===== src/rtl/lsi_regs.svh =====
// register offsets, field positions, reset values and timing counts
// assumes a 40 MHz core clock and a byte-addressed 32-bit register port
`ifndef LSI_REGS_SVH
`define LSI_REGS_SVH

`define LSI_CLK_PERIOD_NS 25

// register byte offsets
`define LSI_OFS_STATE     8'h00
`define LSI_OFS_EVENT     8'h04
`define LSI_OFS_MASK      8'h08

// event and state bit positions
`define LSI_EV_OVER_TEMP  0
`define LSI_EV_UNDER_VOLT 1
`define LSI_EV_OVER_VOLT  2
`define LSI_EV_DC_SENSE   3
`define LSI_EV_PWM_FAULT  4
`define LSI_EV_PERMIT_OFF 5
`define LSI_EV_PERMIT_ON  6
`define LSI_EV_W          7
`define LSI_ST_PERMIT     5
`define LSI_ST_EMISSION   6
`define LSI_ST_READY      7
`define LSI_ST_W          8

`define LSI_MASK_RST      7'h00

// timing
`define LSI_TICK_NS       1000000
`define LSI_LASE_MIN_NS   5000
`define LSI_LASE_HOLD_NS  1000000
`define LSI_TICK_CYC      ((`LSI_TICK_NS) / (`LSI_CLK_PERIOD_NS))
`define LSI_LASE_MIN_CYC  (((`LSI_LASE_MIN_NS) + (`LSI_CLK_PERIOD_NS) - 1) / (`LSI_CLK_PERIOD_NS))
`define LSI_LASE_HOLD_CYC ((`LSI_LASE_HOLD_NS) / (`LSI_CLK_PERIOD_NS))

// blink timing in millisecond ticks
`define LSI_ON_MS         10'd150
`define LSI_OFF_MS        10'd150
`define LSI_PAUSE_MS      10'd500

// supply fault blink codes, zero means continuous flashing
`define LSI_CODE_FLASH    2'd0
`define LSI_CODE_UV       2'd1
`define LSI_CODE_OV       2'd2
`define LSI_CODE_DCS      2'd3

`endif


===== src/rtl/lsi_pkg.sv =====
// types shared by the status indicator logic
// assumes lsi_regs.svh for all numeric constants
package lsi_pkg;

   typedef struct packed {
      logic permit;
      logic over_temp;
      logic under_volt;
      logic over_volt;
      logic dc_sense;
      logic pwm_fault;
      logic standby;
      logic pwm_cmd;
   } lsi_pins_t;

   typedef struct packed {
      logic over_temp;
      logic under_volt;
      logic over_volt;
      logic dc_sense;
      logic pwm_fault;
   } lsi_faults_t;

   typedef enum logic [1:0] {
      LSI_BL_IDLE  = 2'b00,
      LSI_BL_ON    = 2'b01,
      LSI_BL_OFF   = 2'b11,
      LSI_BL_PAUSE = 2'b10
   } lsi_blink_st_t;

endpackage


===== src/rtl/lsi_blink.sv =====
// blink code sequencer for one indicator
// assumes tick is a one-cycle pulse every millisecond
`timescale 1ns/1ps
`default_nettype none
`include "lsi_regs.svh"
module lsi_blink
   import lsi_pkg::*;
(
   input  wire logic       clk,
   input  wire logic       resetn,
   input  wire logic       tick,
   input  wire logic       active,
   input  wire logic [1:0] code,
   output logic            led_q
);

   lsi_blink_st_t state_q;
   lsi_blink_st_t state_d;
   logic [9:0]    cnt_q;
   logic [1:0]    num_q;
   wire           on_end    = tick && (cnt_q == `LSI_ON_MS - 10'd1);
   wire           off_end   = tick && (cnt_q == `LSI_OFF_MS - 10'd1);
   wire           pause_end = tick && (cnt_q == `LSI_PAUSE_MS - 10'd1);
   wire           last_blk  = (num_q == code - 2'd1);

   always_comb begin
      state_d = state_q;
      case (state_q)
         LSI_BL_IDLE:  if (active) state_d = LSI_BL_ON;
         LSI_BL_ON:    if (on_end) state_d = LSI_BL_OFF;
         LSI_BL_OFF: begin
            if (off_end) begin
               // code zero flashes without the pause
               if (code != `LSI_CODE_FLASH && last_blk) state_d = LSI_BL_PAUSE;
               else state_d = LSI_BL_ON;
            end
         end
         LSI_BL_PAUSE: if (pause_end) state_d = LSI_BL_ON;
         default:      state_d = LSI_BL_IDLE;
      endcase
      if (!active) state_d = LSI_BL_IDLE;
   end

   always_ff @(posedge clk or negedge resetn) begin
      if (!resetn) begin
         state_q <= LSI_BL_IDLE;
         cnt_q   <= 10'h000;
         num_q   <= 2'h0;
         led_q   <= 1'b0;
      end else begin
         state_q <= state_d;
         led_q   <= (state_d == LSI_BL_ON);
         if (state_d != state_q) cnt_q <= 10'h000;
         else if (tick) cnt_q <= cnt_q + 10'd1;
         if (state_d == LSI_BL_IDLE || state_d == LSI_BL_PAUSE) num_q <= 2'h0;
         else if (state_q == LSI_BL_OFF && state_d == LSI_BL_ON) num_q <= num_q + 2'd1;
      end
   end

endmodule // lsi_blink
`default_nettype wire


===== src/rtl/lsi_sync.sv =====
// two-flop synchroniser for the asynchronous pin inputs
// assumes pins are quasi-static levels relative to clk
`timescale 1ns/1ps
`default_nettype none
module lsi_sync
   import lsi_pkg::*;
(
   input  wire logic      clk,
   input  wire logic      resetn,
   input  wire lsi_pins_t pins_in,
   output lsi_pins_t      pins_s
);

   lsi_pins_t meta_q;

   always_ff @(posedge clk or negedge resetn) begin
      if (!resetn) begin
         meta_q <= '0;
         pins_s <= '0;
      end else begin
         meta_q <= pins_in;
         pins_s <= meta_q;
      end
   end

endmodule // lsi_sync
`default_nettype wire


===== src/rtl/lsi_top.sv =====
// laser status and fault indication logic: indicators, host status lines,
// command pass-through gate, fault latches, register port and interrupt
// assumes all pin inputs are asynchronous levels and resetn is power-on reset
//
// Functional notes
// - power indicator green from power-up, regardless of permit or commands
// - ready indicator steady yellow only while permit asserted and no fault
// - standby and pwm commands reach rf driver only after permit asserted
// - emission indicator red only for pwm pulses long enough to lase
// - normal: ready high, faults low, emission output follows lasing pwm
// - permit missing: ready and emission off, power green, all outputs low
// - over-temperature: ready flashes, overtemp high, ready and emission low
// - supply fault: power blinks, supply fault high, ready off, others low
// - pwm sense fault: ready and power flash, emission off, outputs low
// - supply fault blink code repeats after half-second pause; fault stays latched
// - undervoltage shown as one power blink repeated every 800 ms, after the half-second pause
// - permit loss not latched; restoring it re-enables ready three clk edges later (two synchroniser flops, then the output register)
`timescale 1ns/1ps
`default_nettype none
`include "lsi_regs.svh"
module lsi_top
   import lsi_pkg::*;
#(
   parameter int TICK_CYCLES = `LSI_TICK_CYC,
   parameter int HOLD_CYCLES = `LSI_LASE_HOLD_CYC
) (
   input  wire logic        clk,
   input  wire logic        resetn,
   // pins from the host connector and the internal sensors
   input  wire logic        permit_in,
   input  wire logic        over_temp_in,
   input  wire logic        under_volt_in,
   input  wire logic        over_volt_in,
   input  wire logic        dc_sense_in,
   input  wire logic        pwm_fault_in,
   input  wire logic        standby_in,
   input  wire logic        pwm_cmd_in,
   // commands to the rf driver
   output logic             rf_standby_out,
   output logic             rf_pwm_out,
   // front-panel indicators
   output logic             power_indicator,
   output logic             ready_indicator,
   output logic             emission_indicator,
   // host status lines
   output logic             ready_out,
   output logic             emission_out,
   output logic             over_temp_out,
   output logic             supply_fault_output,
   // register port
   input  wire logic [7:0]  reg_addr,
   input  wire logic [31:0] reg_wdata,
   input  wire logic        reg_wr,
   input  wire logic        reg_rd,
   output logic [31:0]      reg_rdata,
   output logic             irq
);

   ////////////////////////////////////////////////////////////////////////////
   // helpers

   // hardware set beats a software clear in the same cycle
   function automatic logic [`LSI_EV_W-1:0] sticky(
      input logic [`LSI_EV_W-1:0] cur,
      input logic [`LSI_EV_W-1:0] set,
      input logic [`LSI_EV_W-1:0] clr
   );
      sticky = (cur & ~clr) | set;
   endfunction

   ////////////////////////////////////////////////////////////////////////////
   // pin synchronisers

   lsi_pins_t pins_raw;
   lsi_pins_t pins_s;

   assign pins_raw = '{permit:     permit_in,
                       over_temp:  over_temp_in,
                       under_volt: under_volt_in,
                       over_volt:  over_volt_in,
                       dc_sense:   dc_sense_in,
                       pwm_fault:  pwm_fault_in,
                       standby:    standby_in,
                       pwm_cmd:    pwm_cmd_in};

   lsi_sync u_sync (
      .clk     (clk),
      .resetn  (resetn),
      .pins_in (pins_raw),
      .pins_s  (pins_s)
   );

   ////////////////////////////////////////////////////////////////////////////
   // fault latches

   lsi_faults_t fault_q;
   lsi_faults_t fault_raw;

   assign fault_raw = '{over_temp:  pins_s.over_temp,
                        under_volt: pins_s.under_volt,
                        over_volt:  pins_s.over_volt,
                        dc_sense:   pins_s.dc_sense,
                        pwm_fault:  pins_s.pwm_fault};

   // no software clear path: a fault stays until power is cycled
   always_ff @(posedge clk or negedge resetn) begin
      if (!resetn) fault_q <= '0;
      else fault_q <= fault_q | fault_raw;
   end

   wire supply_flt = fault_q.under_volt | fault_q.over_volt | fault_q.dc_sense;
   wire pwm_flt    = fault_q.pwm_fault;
   wire ot_flt     = fault_q.over_temp;
   wire any_flt    = supply_flt | pwm_flt | ot_flt;

   // permit is taken live, never latched
   wire gate_open  = pins_s.permit & ~any_flt;

   ////////////////////////////////////////////////////////////////////////////
   // millisecond tick for the blink sequencers

   logic [15:0] tick_cnt_q;
   wire         tick = (tick_cnt_q == 16'(TICK_CYCLES - 1));

   always_ff @(posedge clk or negedge resetn) begin
      if (!resetn) tick_cnt_q <= 16'h0000;
      else if (tick) tick_cnt_q <= 16'h0000;
      else tick_cnt_q <= tick_cnt_q + 16'd1;
   end

   ////////////////////////////////////////////////////////////////////////////
   // lasing pulse detection
   // standby pulses are not timed at all and never qualify, whatever their width;
   // the hold keeps the indicator steady between command pulses

   logic [7:0]  width_q;
   logic [15:0] hold_q;
   wire         width_met = (width_q == 8'(`LSI_LASE_MIN_CYC - 1)) & pins_s.pwm_cmd;
   wire         lasing    = (hold_q != 16'h0000);

   always_ff @(posedge clk or negedge resetn) begin
      if (!resetn) begin
         width_q <= 8'h00;
         hold_q  <= 16'h0000;
      end else begin
         if (!pins_s.pwm_cmd || !gate_open) width_q <= 8'h00;
         else if (!width_met) width_q <= width_q + 8'd1;
         if (!gate_open) hold_q <= 16'h0000;
         else if (width_met) hold_q <= 16'(HOLD_CYCLES);
         else if (lasing) hold_q <= hold_q - 16'd1;
      end
   end

   ////////////////////////////////////////////////////////////////////////////
   // blink sequencers

   logic [1:0] supply_code;
   logic       ready_blink;
   logic       power_blink;

   // undervoltage wins when several supply faults latch together
   assign supply_code = fault_q.under_volt ? `LSI_CODE_UV :
                        fault_q.over_volt  ? `LSI_CODE_OV :
                        `LSI_CODE_DCS;

   wire       ready_flash = pwm_flt | (ot_flt & ~supply_flt);
   wire       power_act   = pwm_flt | supply_flt;
   wire [1:0] power_code  = pwm_flt ? `LSI_CODE_FLASH : supply_code;

   lsi_blink u_ready_blink (
      .clk    (clk),
      .resetn (resetn),
      .tick   (tick),
      .active (ready_flash),
      .code   (`LSI_CODE_FLASH),
      .led_q  (ready_blink)
   );

   lsi_blink u_power_blink (
      .clk    (clk),
      .resetn (resetn),
      .tick   (tick),
      .active (power_act),
      .code   (power_code),
      .led_q  (power_blink)
   );

   ////////////////////////////////////////////////////////////////////////////
   // indicator and status selection

   wire power_d    = power_act ? power_blink : 1'b1;
   wire ready_led  = ready_flash ? ready_blink : gate_open;
   wire emit_d     = gate_open & lasing;
   wire ot_d       = ot_flt & ~supply_flt & ~pwm_flt;
   wire supply_d   = supply_flt & ~pwm_flt;

   // registered so every status line changes on the same edge
   always_ff @(posedge clk or negedge resetn) begin
      if (!resetn) begin
         power_indicator     <= 1'b1;
         ready_indicator     <= 1'b0;
         emission_indicator  <= 1'b0;
         ready_out           <= 1'b0;
         emission_out        <= 1'b0;
         over_temp_out       <= 1'b0;
         supply_fault_output <= 1'b0;
         rf_standby_out      <= 1'b0;
         rf_pwm_out          <= 1'b0;
      end else begin
         power_indicator     <= power_d;
         ready_indicator     <= ready_led;
         emission_indicator  <= emit_d;
         ready_out           <= gate_open;
         emission_out        <= emit_d;
         over_temp_out       <= ot_d;
         supply_fault_output <= supply_d;
         rf_standby_out      <= pins_s.standby & gate_open;
         rf_pwm_out          <= pins_s.pwm_cmd & gate_open;
      end
   end

   ////////////////////////////////////////////////////////////////////////////
   // events and interrupt

   logic                  permit_q;
   lsi_faults_t           fault_prev_q;
   logic [`LSI_EV_W-1:0]  event_q;
   logic [`LSI_EV_W-1:0]  mask_q;
   logic [`LSI_EV_W-1:0]  ev_set;
   logic [`LSI_EV_W-1:0]  ev_clr;
   lsi_faults_t           fault_new;

   assign fault_new = fault_q & ~fault_prev_q;

   assign ev_set = {pins_s.permit & ~permit_q,
                    ~pins_s.permit & permit_q,
                    fault_new.pwm_fault,
                    fault_new.dc_sense,
                    fault_new.over_volt,
                    fault_new.under_volt,
                    fault_new.over_temp};

   wire wr_event = reg_wr & (reg_addr == `LSI_OFS_EVENT);
   wire wr_mask  = reg_wr & (reg_addr == `LSI_OFS_MASK);

   assign ev_clr = wr_event ? reg_wdata[`LSI_EV_W-1:0] : '0;

   always_ff @(posedge clk or negedge resetn) begin
      if (!resetn) begin
         permit_q     <= 1'b0;
         fault_prev_q <= '0;
         event_q      <= '0;
         mask_q       <= `LSI_MASK_RST;
         irq          <= 1'b0;
      end else begin
         permit_q     <= pins_s.permit;
         fault_prev_q <= fault_q;
         event_q      <= sticky(event_q, ev_set, ev_clr);
         if (wr_mask) mask_q <= reg_wdata[`LSI_EV_W-1:0];
         irq          <= |(sticky(event_q, ev_set, ev_clr) & mask_q);
      end
   end

   ////////////////////////////////////////////////////////////////////////////
   // register read port

   logic [`LSI_ST_W-1:0] live_state;
   logic [31:0]          rd_mux;

   assign live_state = {ready_out, emission_out, pins_s.permit,
                        fault_q.pwm_fault, fault_q.dc_sense, fault_q.over_volt,
                        fault_q.under_volt, fault_q.over_temp};

   // unmapped offsets read as zero
   assign rd_mux = (reg_addr == `LSI_OFS_STATE) ? {24'h000000, live_state} :
                   (reg_addr == `LSI_OFS_EVENT) ? {25'h0000000, event_q} :
                   (reg_addr == `LSI_OFS_MASK)  ? {25'h0000000, mask_q} :
                   32'h00000000;

   always_ff @(posedge clk or negedge resetn) begin
      if (!resetn) reg_rdata <= 32'h00000000;
      else if (reg_rd) reg_rdata <= rd_mux;
      else reg_rdata <= 32'h00000000;
   end

endmodule // lsi_top
`default_nettype wire

===== config.mk =====
export PLATFORM = sky130hd
export DESIGN_NAME = lsi_top
export DESIGN_NICKNAME = d
export VERILOG_FILES = /design/src/rtl/lsi_pkg.sv /design/src/rtl/lsi_blink.sv /design/src/rtl/lsi_sync.sv /design/src/rtl/lsi_top.sv
export VERILOG_INCLUDE_DIRS = /design/src /design/src/rtl
export SDC_FILE = /design/constraint.sdc
export NUM_CORES = 1
export LEC_CHECK = 0
export ABC_AREA = 1
export ABC_CLOCK_PERIOD_IN_PS = 2200
export BUFFER_PORTS_ARGS = -buffer_cell sky130_fd_sc_hd__buf_4
export CAP_MARGIN = 30
export CORE_AREA = 2 2 144 146
export DETAILED_ROUTE_END_ITERATION = 7
export DIE_AREA = 0 0 146 148
export MAX_ROUTING_LAYER = met4
export PLACE_DENSITY = 0.55
export SETUP_SLACK_MARGIN = 0.3
export SKIP_LAST_GASP = 1
export SYNTH_ARGS = -nofsm -noshare
export SYNTH_HDL_FRONTEND = slang
export SYNTH_SLANG_ARGS = --single-unit
export TNS_END_PERCENT = 10

===== constraint.sdc =====
create_clock -name clk -period 2.2 [get_ports clk]
set_input_delay 0.11 -clock clk [delete_from_list [all_inputs] [get_ports clk]]
set_output_delay 0.11 -clock clk [all_outputs]
set_load 0.01 [all_outputs]

==> reports/results.txt <==
The worst setup path is launched from a flop. The critical path goes through ha_2 -> nand2_2 -> nor2_4 -> nand3_2 -> nor2_4 -> nand2_2 -> nand2_2 -> nand3_2 -> nand4_1 -> nand3_4 -> nor2_1. For the static leakage power, the log shows 0.003748 uW. The met3 usage was 3.025%; the number of synthesized register bits was 126. The cell family contributing the most delay on the critical path is simple AND/OR/NAND/NOR gates. In the final routed layout, each cell accounts on average for 11.67 um.

The die is 146 um wide. The run gives 12.60 mm as the final wirelength. The worst register-to-register path ends at u_power_blink.cnt_q[4]$_DFFE_PN0P_.

Clock latency on the worst-skew pair: 420 ps. The tools report the number of cells produced by synthesis as 694. Per report_power, the clock group accounts for 51.4% of the total.

In this run the worst hold path is classified as primary input to flop. Launching point of the worst reg2reg path: tick_cnt_q[0]$_DFF_PN0_. The aggregate global-route resource usage is 12.45%, and the clock-pin transition on the worst setup and hold timing paths is 60 ps. Sequential group share of total power: 45.2%. TritonCTS built the clock tree. Counting tap cells, the placed design contains a total of 1014 instances.

Counting instances, the worst hold path has a depth of 4. No sink is reached through more buffers than the 2 on the longest clock path. The run gives 21.19 mm as the first-pass GRT wire length.

The run gives 282.5 ps as the minimum setup slack in the final design. The share of the Yosys chip area taken by registers is 51.87%. The detailed router finished its first iteration with 248 violations. The number of H-tree levels is 4. The layout filler cell count came out at 2064.

For the top-level port count, the log shows 94. The aggregate global routing overflow came out at 0. The number of antenna repair diodes is 0.

The worst IR drop on VDD is 0.0004969 V. By area the synthesized netlist is led by dfrtp_1 (51%), nand2_1 (7.8%), inv_1 (6.1%), nor2_1 (4.8%), o21ai_0 (3.7%). The worst setup path is of the flop to flop kind. STA puts the critical path data required time at 2550 ps.

The endpoint of the worst hold-timing path is event_q[6]$_DFF_PN0_. For flop-to-flop paths, the worst setup slack is 280 ps. The cell area that synthesis handed to floorplanning was 6081 um2. The number of vias per cell was 4.240.

The routed layout has 4579 vias. Entering global routing, the biggest net connects 58 pins. The startpoint identified for the worst hold timing path is reg_wr. In the routed design, unresolved DRC markers number 0.

The flow ran to the end, and the final reports show no timing, DRC or antenna violations. Setup repair after global routing could not meet its margin everywhere. The via count of the first global-routing pass came out at 4500.

The element type at the critical path end is a flop. Leaving out fill and tap cells, the most frequent cells in the layout are dfrtp_1 (125), nand2_1 (117), inv_1 (93), nor2_1 (71), buf_4 (70). Timing analysis after detailed placement gives a worst setup slack of 64.29 ps. The tools report the number of distinct standard cells referenced by the synthesized netlist as 41. Vertical die dimension: 148 um. Routability-driven placement finished with a final weighted congestion of 0.7755. The tools report the combinational cell fraction of total power as 3.4%. Setup violations remaining at the end of the flow were counted as 0.

The ratio of total power to cell area is 675.4 nW/um2. The count of nets left with antenna violations once routing finished came out at 0. The design draws 5233 uW. Together, buffers and inverters on the worst path number 0.

The post-route non-filler standard cell count is 1080, and the fraction of post-synthesis cell area in the top cell type by area is 51.44%. The initial utilization of the core area, before any placement, comes to 30.34%. The logs give 7747 um2 for the final design area excluding fillers and 0 ps for the accumulated negative setup slack. Static timing analysis puts the maximum clock frequency at 0.5215 GHz. Cells with a size suffix above 1 make up 22.47% of the layout.

Global routing used 18.37% of the available met2 tracks. The number of buffers added by the clock tree synthesis step came out at 17. After global routing, the most crowded layer is met2. For this run, the post-layout net count is 857.

The area growth from synthesis to layout is 27.41%. The setup clock skew after layout came out at 9.067 ps. The period utilization works out to 87.16%.

At the worst endpoint, the arrival time is 2270 ps. The tools report the clock root buffer as clkbuf_16. During synthesis, Yosys emitted a total of 0 warnings. The final period demand of the worst path is 1918 ps, and the clock sink count is 126. The first-pass iteration count of the detailed router is 4, and the cell internal power dissipation is 4000 uW. The placeable core region is 20040 um2. For the hold violation count in the final report, the log shows 0. Global routing used 16.54% of the available met1 tracks. The leading cell type in the layout, fill and taps excluded is dfrtp_1. Switching power total: 1233 uW. On the critical path, the stage with the largest delay is an instance of dfrtp_1. The wire-length estimate of the detail-placed layout is 8.612 mm.

The number of port buffers was 44. The number of cells on the worst reg-to-reg path is 11. Cell taking the most area after synthesis: dfrtp_1.

The cell seen most often among critical-path stages is nand2_2. Of all nets on the critical path, the largest fanout is 6. The number of pins exceeding their max-slew limit in the final report is 0, and the average footprint of a synthesized cell is 8.762 um2. The die covers 21610 um2.

At the pin with the least slew margin, the transition time is 543.0 ps. For the initial antenna violation count, the log shows 0. The stage delay of the slowest cell on the critical path is 360 ps, and the post-detailed-placement cell area is 6738 um2.

The switching share of power came out at 23.56%. The headroom to the max-slew limit came out at 63.80%. The number of placement rows was 52.

The tool flagged a number of max-cap violations equal to 0.
## cells by family (layout without fill, tap and decap cells)
family,count (synthesis),count (layout),share of synthesized area [%]
AOI/OAI and AO/OA,78,78,6.811
xor gates and xnor gates,27,27,3.889
other,1,24,0.06167
buffers and inverters,133,225,9.897
and+or+nand+nor,321,322,25.82
DFF,126,126,51.87
adders and majority gates,8,8,1.646
## timing repair
| action | CTS | global route |
|---|---|---|
| pin swaps | 9 | 18 |
| gates resized for setup | 13 | 27 |
| hold buffers | 17 | 0 |
| endpoints found under the setup margin | 32 | 49 |
| buffers inserted | 7 | 9 |
| hold endpoints to repair | 72 | 0 |
| gates cloned | 1 | 0 |
## worst min-delay path, cell delays in order
cell and delay [ps]:
buf_4 120, nand2_2 140, o21ai_0 90, nand2_1 70
## routing by layer
layer / routed length [um] / up-vias
met5: 0 / -
met4: 210 / 0
met2: 5806 / 76
met1: 6162 / 2111
li1: - / 2380
met3: 423 / 12
## power by group through the flow
stage	sequential, uW	combinational, uW	clock (uW)
2_1_floorplan	2400	79.0	0
3_3_place_gp	2400	159	0
3_5_place_dp	2400	161	0
4_1_cts	2360	185	2750
5_1_grt	2360	207	2870
6_report	2360	179	2690
## synthesized netlist by cell type, drive strengths merged
library cell,instances
or2,9
and3,1
buf,27
clkbuf,4
inv,102
o21bai,1
xor2,23
a22o,1
nand3b,2
o21ai,47
conb,1
nor3,19
nand3,42
a21oi,17
dfstp,1
a31oi,10
nor3b,2
xnor2,4
nor4,9
dfrtp,125
a21boi,1
ha,8
nand4,15
a211oi,1
nand2,132
and2,1
nor2,88
or3,1
## worst max path at each step
stage,from,to,slack [ps],cells after the start
after floorplan,pwm_flt$_DFF_PN0_,u_power_blink.cnt_q[0]$_DFFE_PN0P_,330,14
after global routing,tick_cnt_q[0]$_DFF_PN0_,u_power_blink.cnt_q[4]$_DFFE_PN0P_,90,11
after global placement,fault_q[3]$_DFF_PN0_,u_power_blink.cnt_q[9]$_DFFE_PN0P_,100,15
after CTS,hold_q[0]$_DFFE_PN0P_,hold_q[14]$_DFFE_PN0P_,250,10
final,tick_cnt_q[0]$_DFF_PN0_,u_power_blink.cnt_q[4]$_DFFE_PN0P_,280,11
after detailed placement,fault_q[3]$_DFF_PN0_,u_power_blink.cnt_q[7]$_DFFE_PN0P_,60,15
## registers in the layout, summed over array words and instances, names as in the netlist, 2 cells and up
signal,cells
event_q,7
u_ready_blink.cnt_q,10
width_q,8
hold_q,16
fault_q,3
u_sync.pins_s,8
u_sync.meta_q,8
reg_rdata,8
fault_prev_q,5
u_power_blink.state_q,2
u_power_blink.num_q,2
tick_cnt_q,16
u_power_blink.cnt_q,10
mask_q,7
u_ready_blink.state_q,2
## stage by stage
stage | utilization [%] | hold slack (ps)
floorplan | - | -185.6
global placement | 33.62 | 111.8
detailed placement | 33.62 | 112.9
CTS | 37.83 | 133.3
global route | 38.66 | 177.0
finish | 38.66 | 145.5
## cell type report
class,instances,area [um2],share of cell area [%]
Timing Repair Buffer,91,749.5,9.674
Inverter,102,382.9,4.942
Tap cell,270,337.8,4.360
Sequential cell,126,3154,40.71
Clock inverter,13,131.4,1.696
Multi-Input combinational cell,459,2559,33.03
Clock buffer,19,432.9,5.588
(Power assumes the default switching activity.)
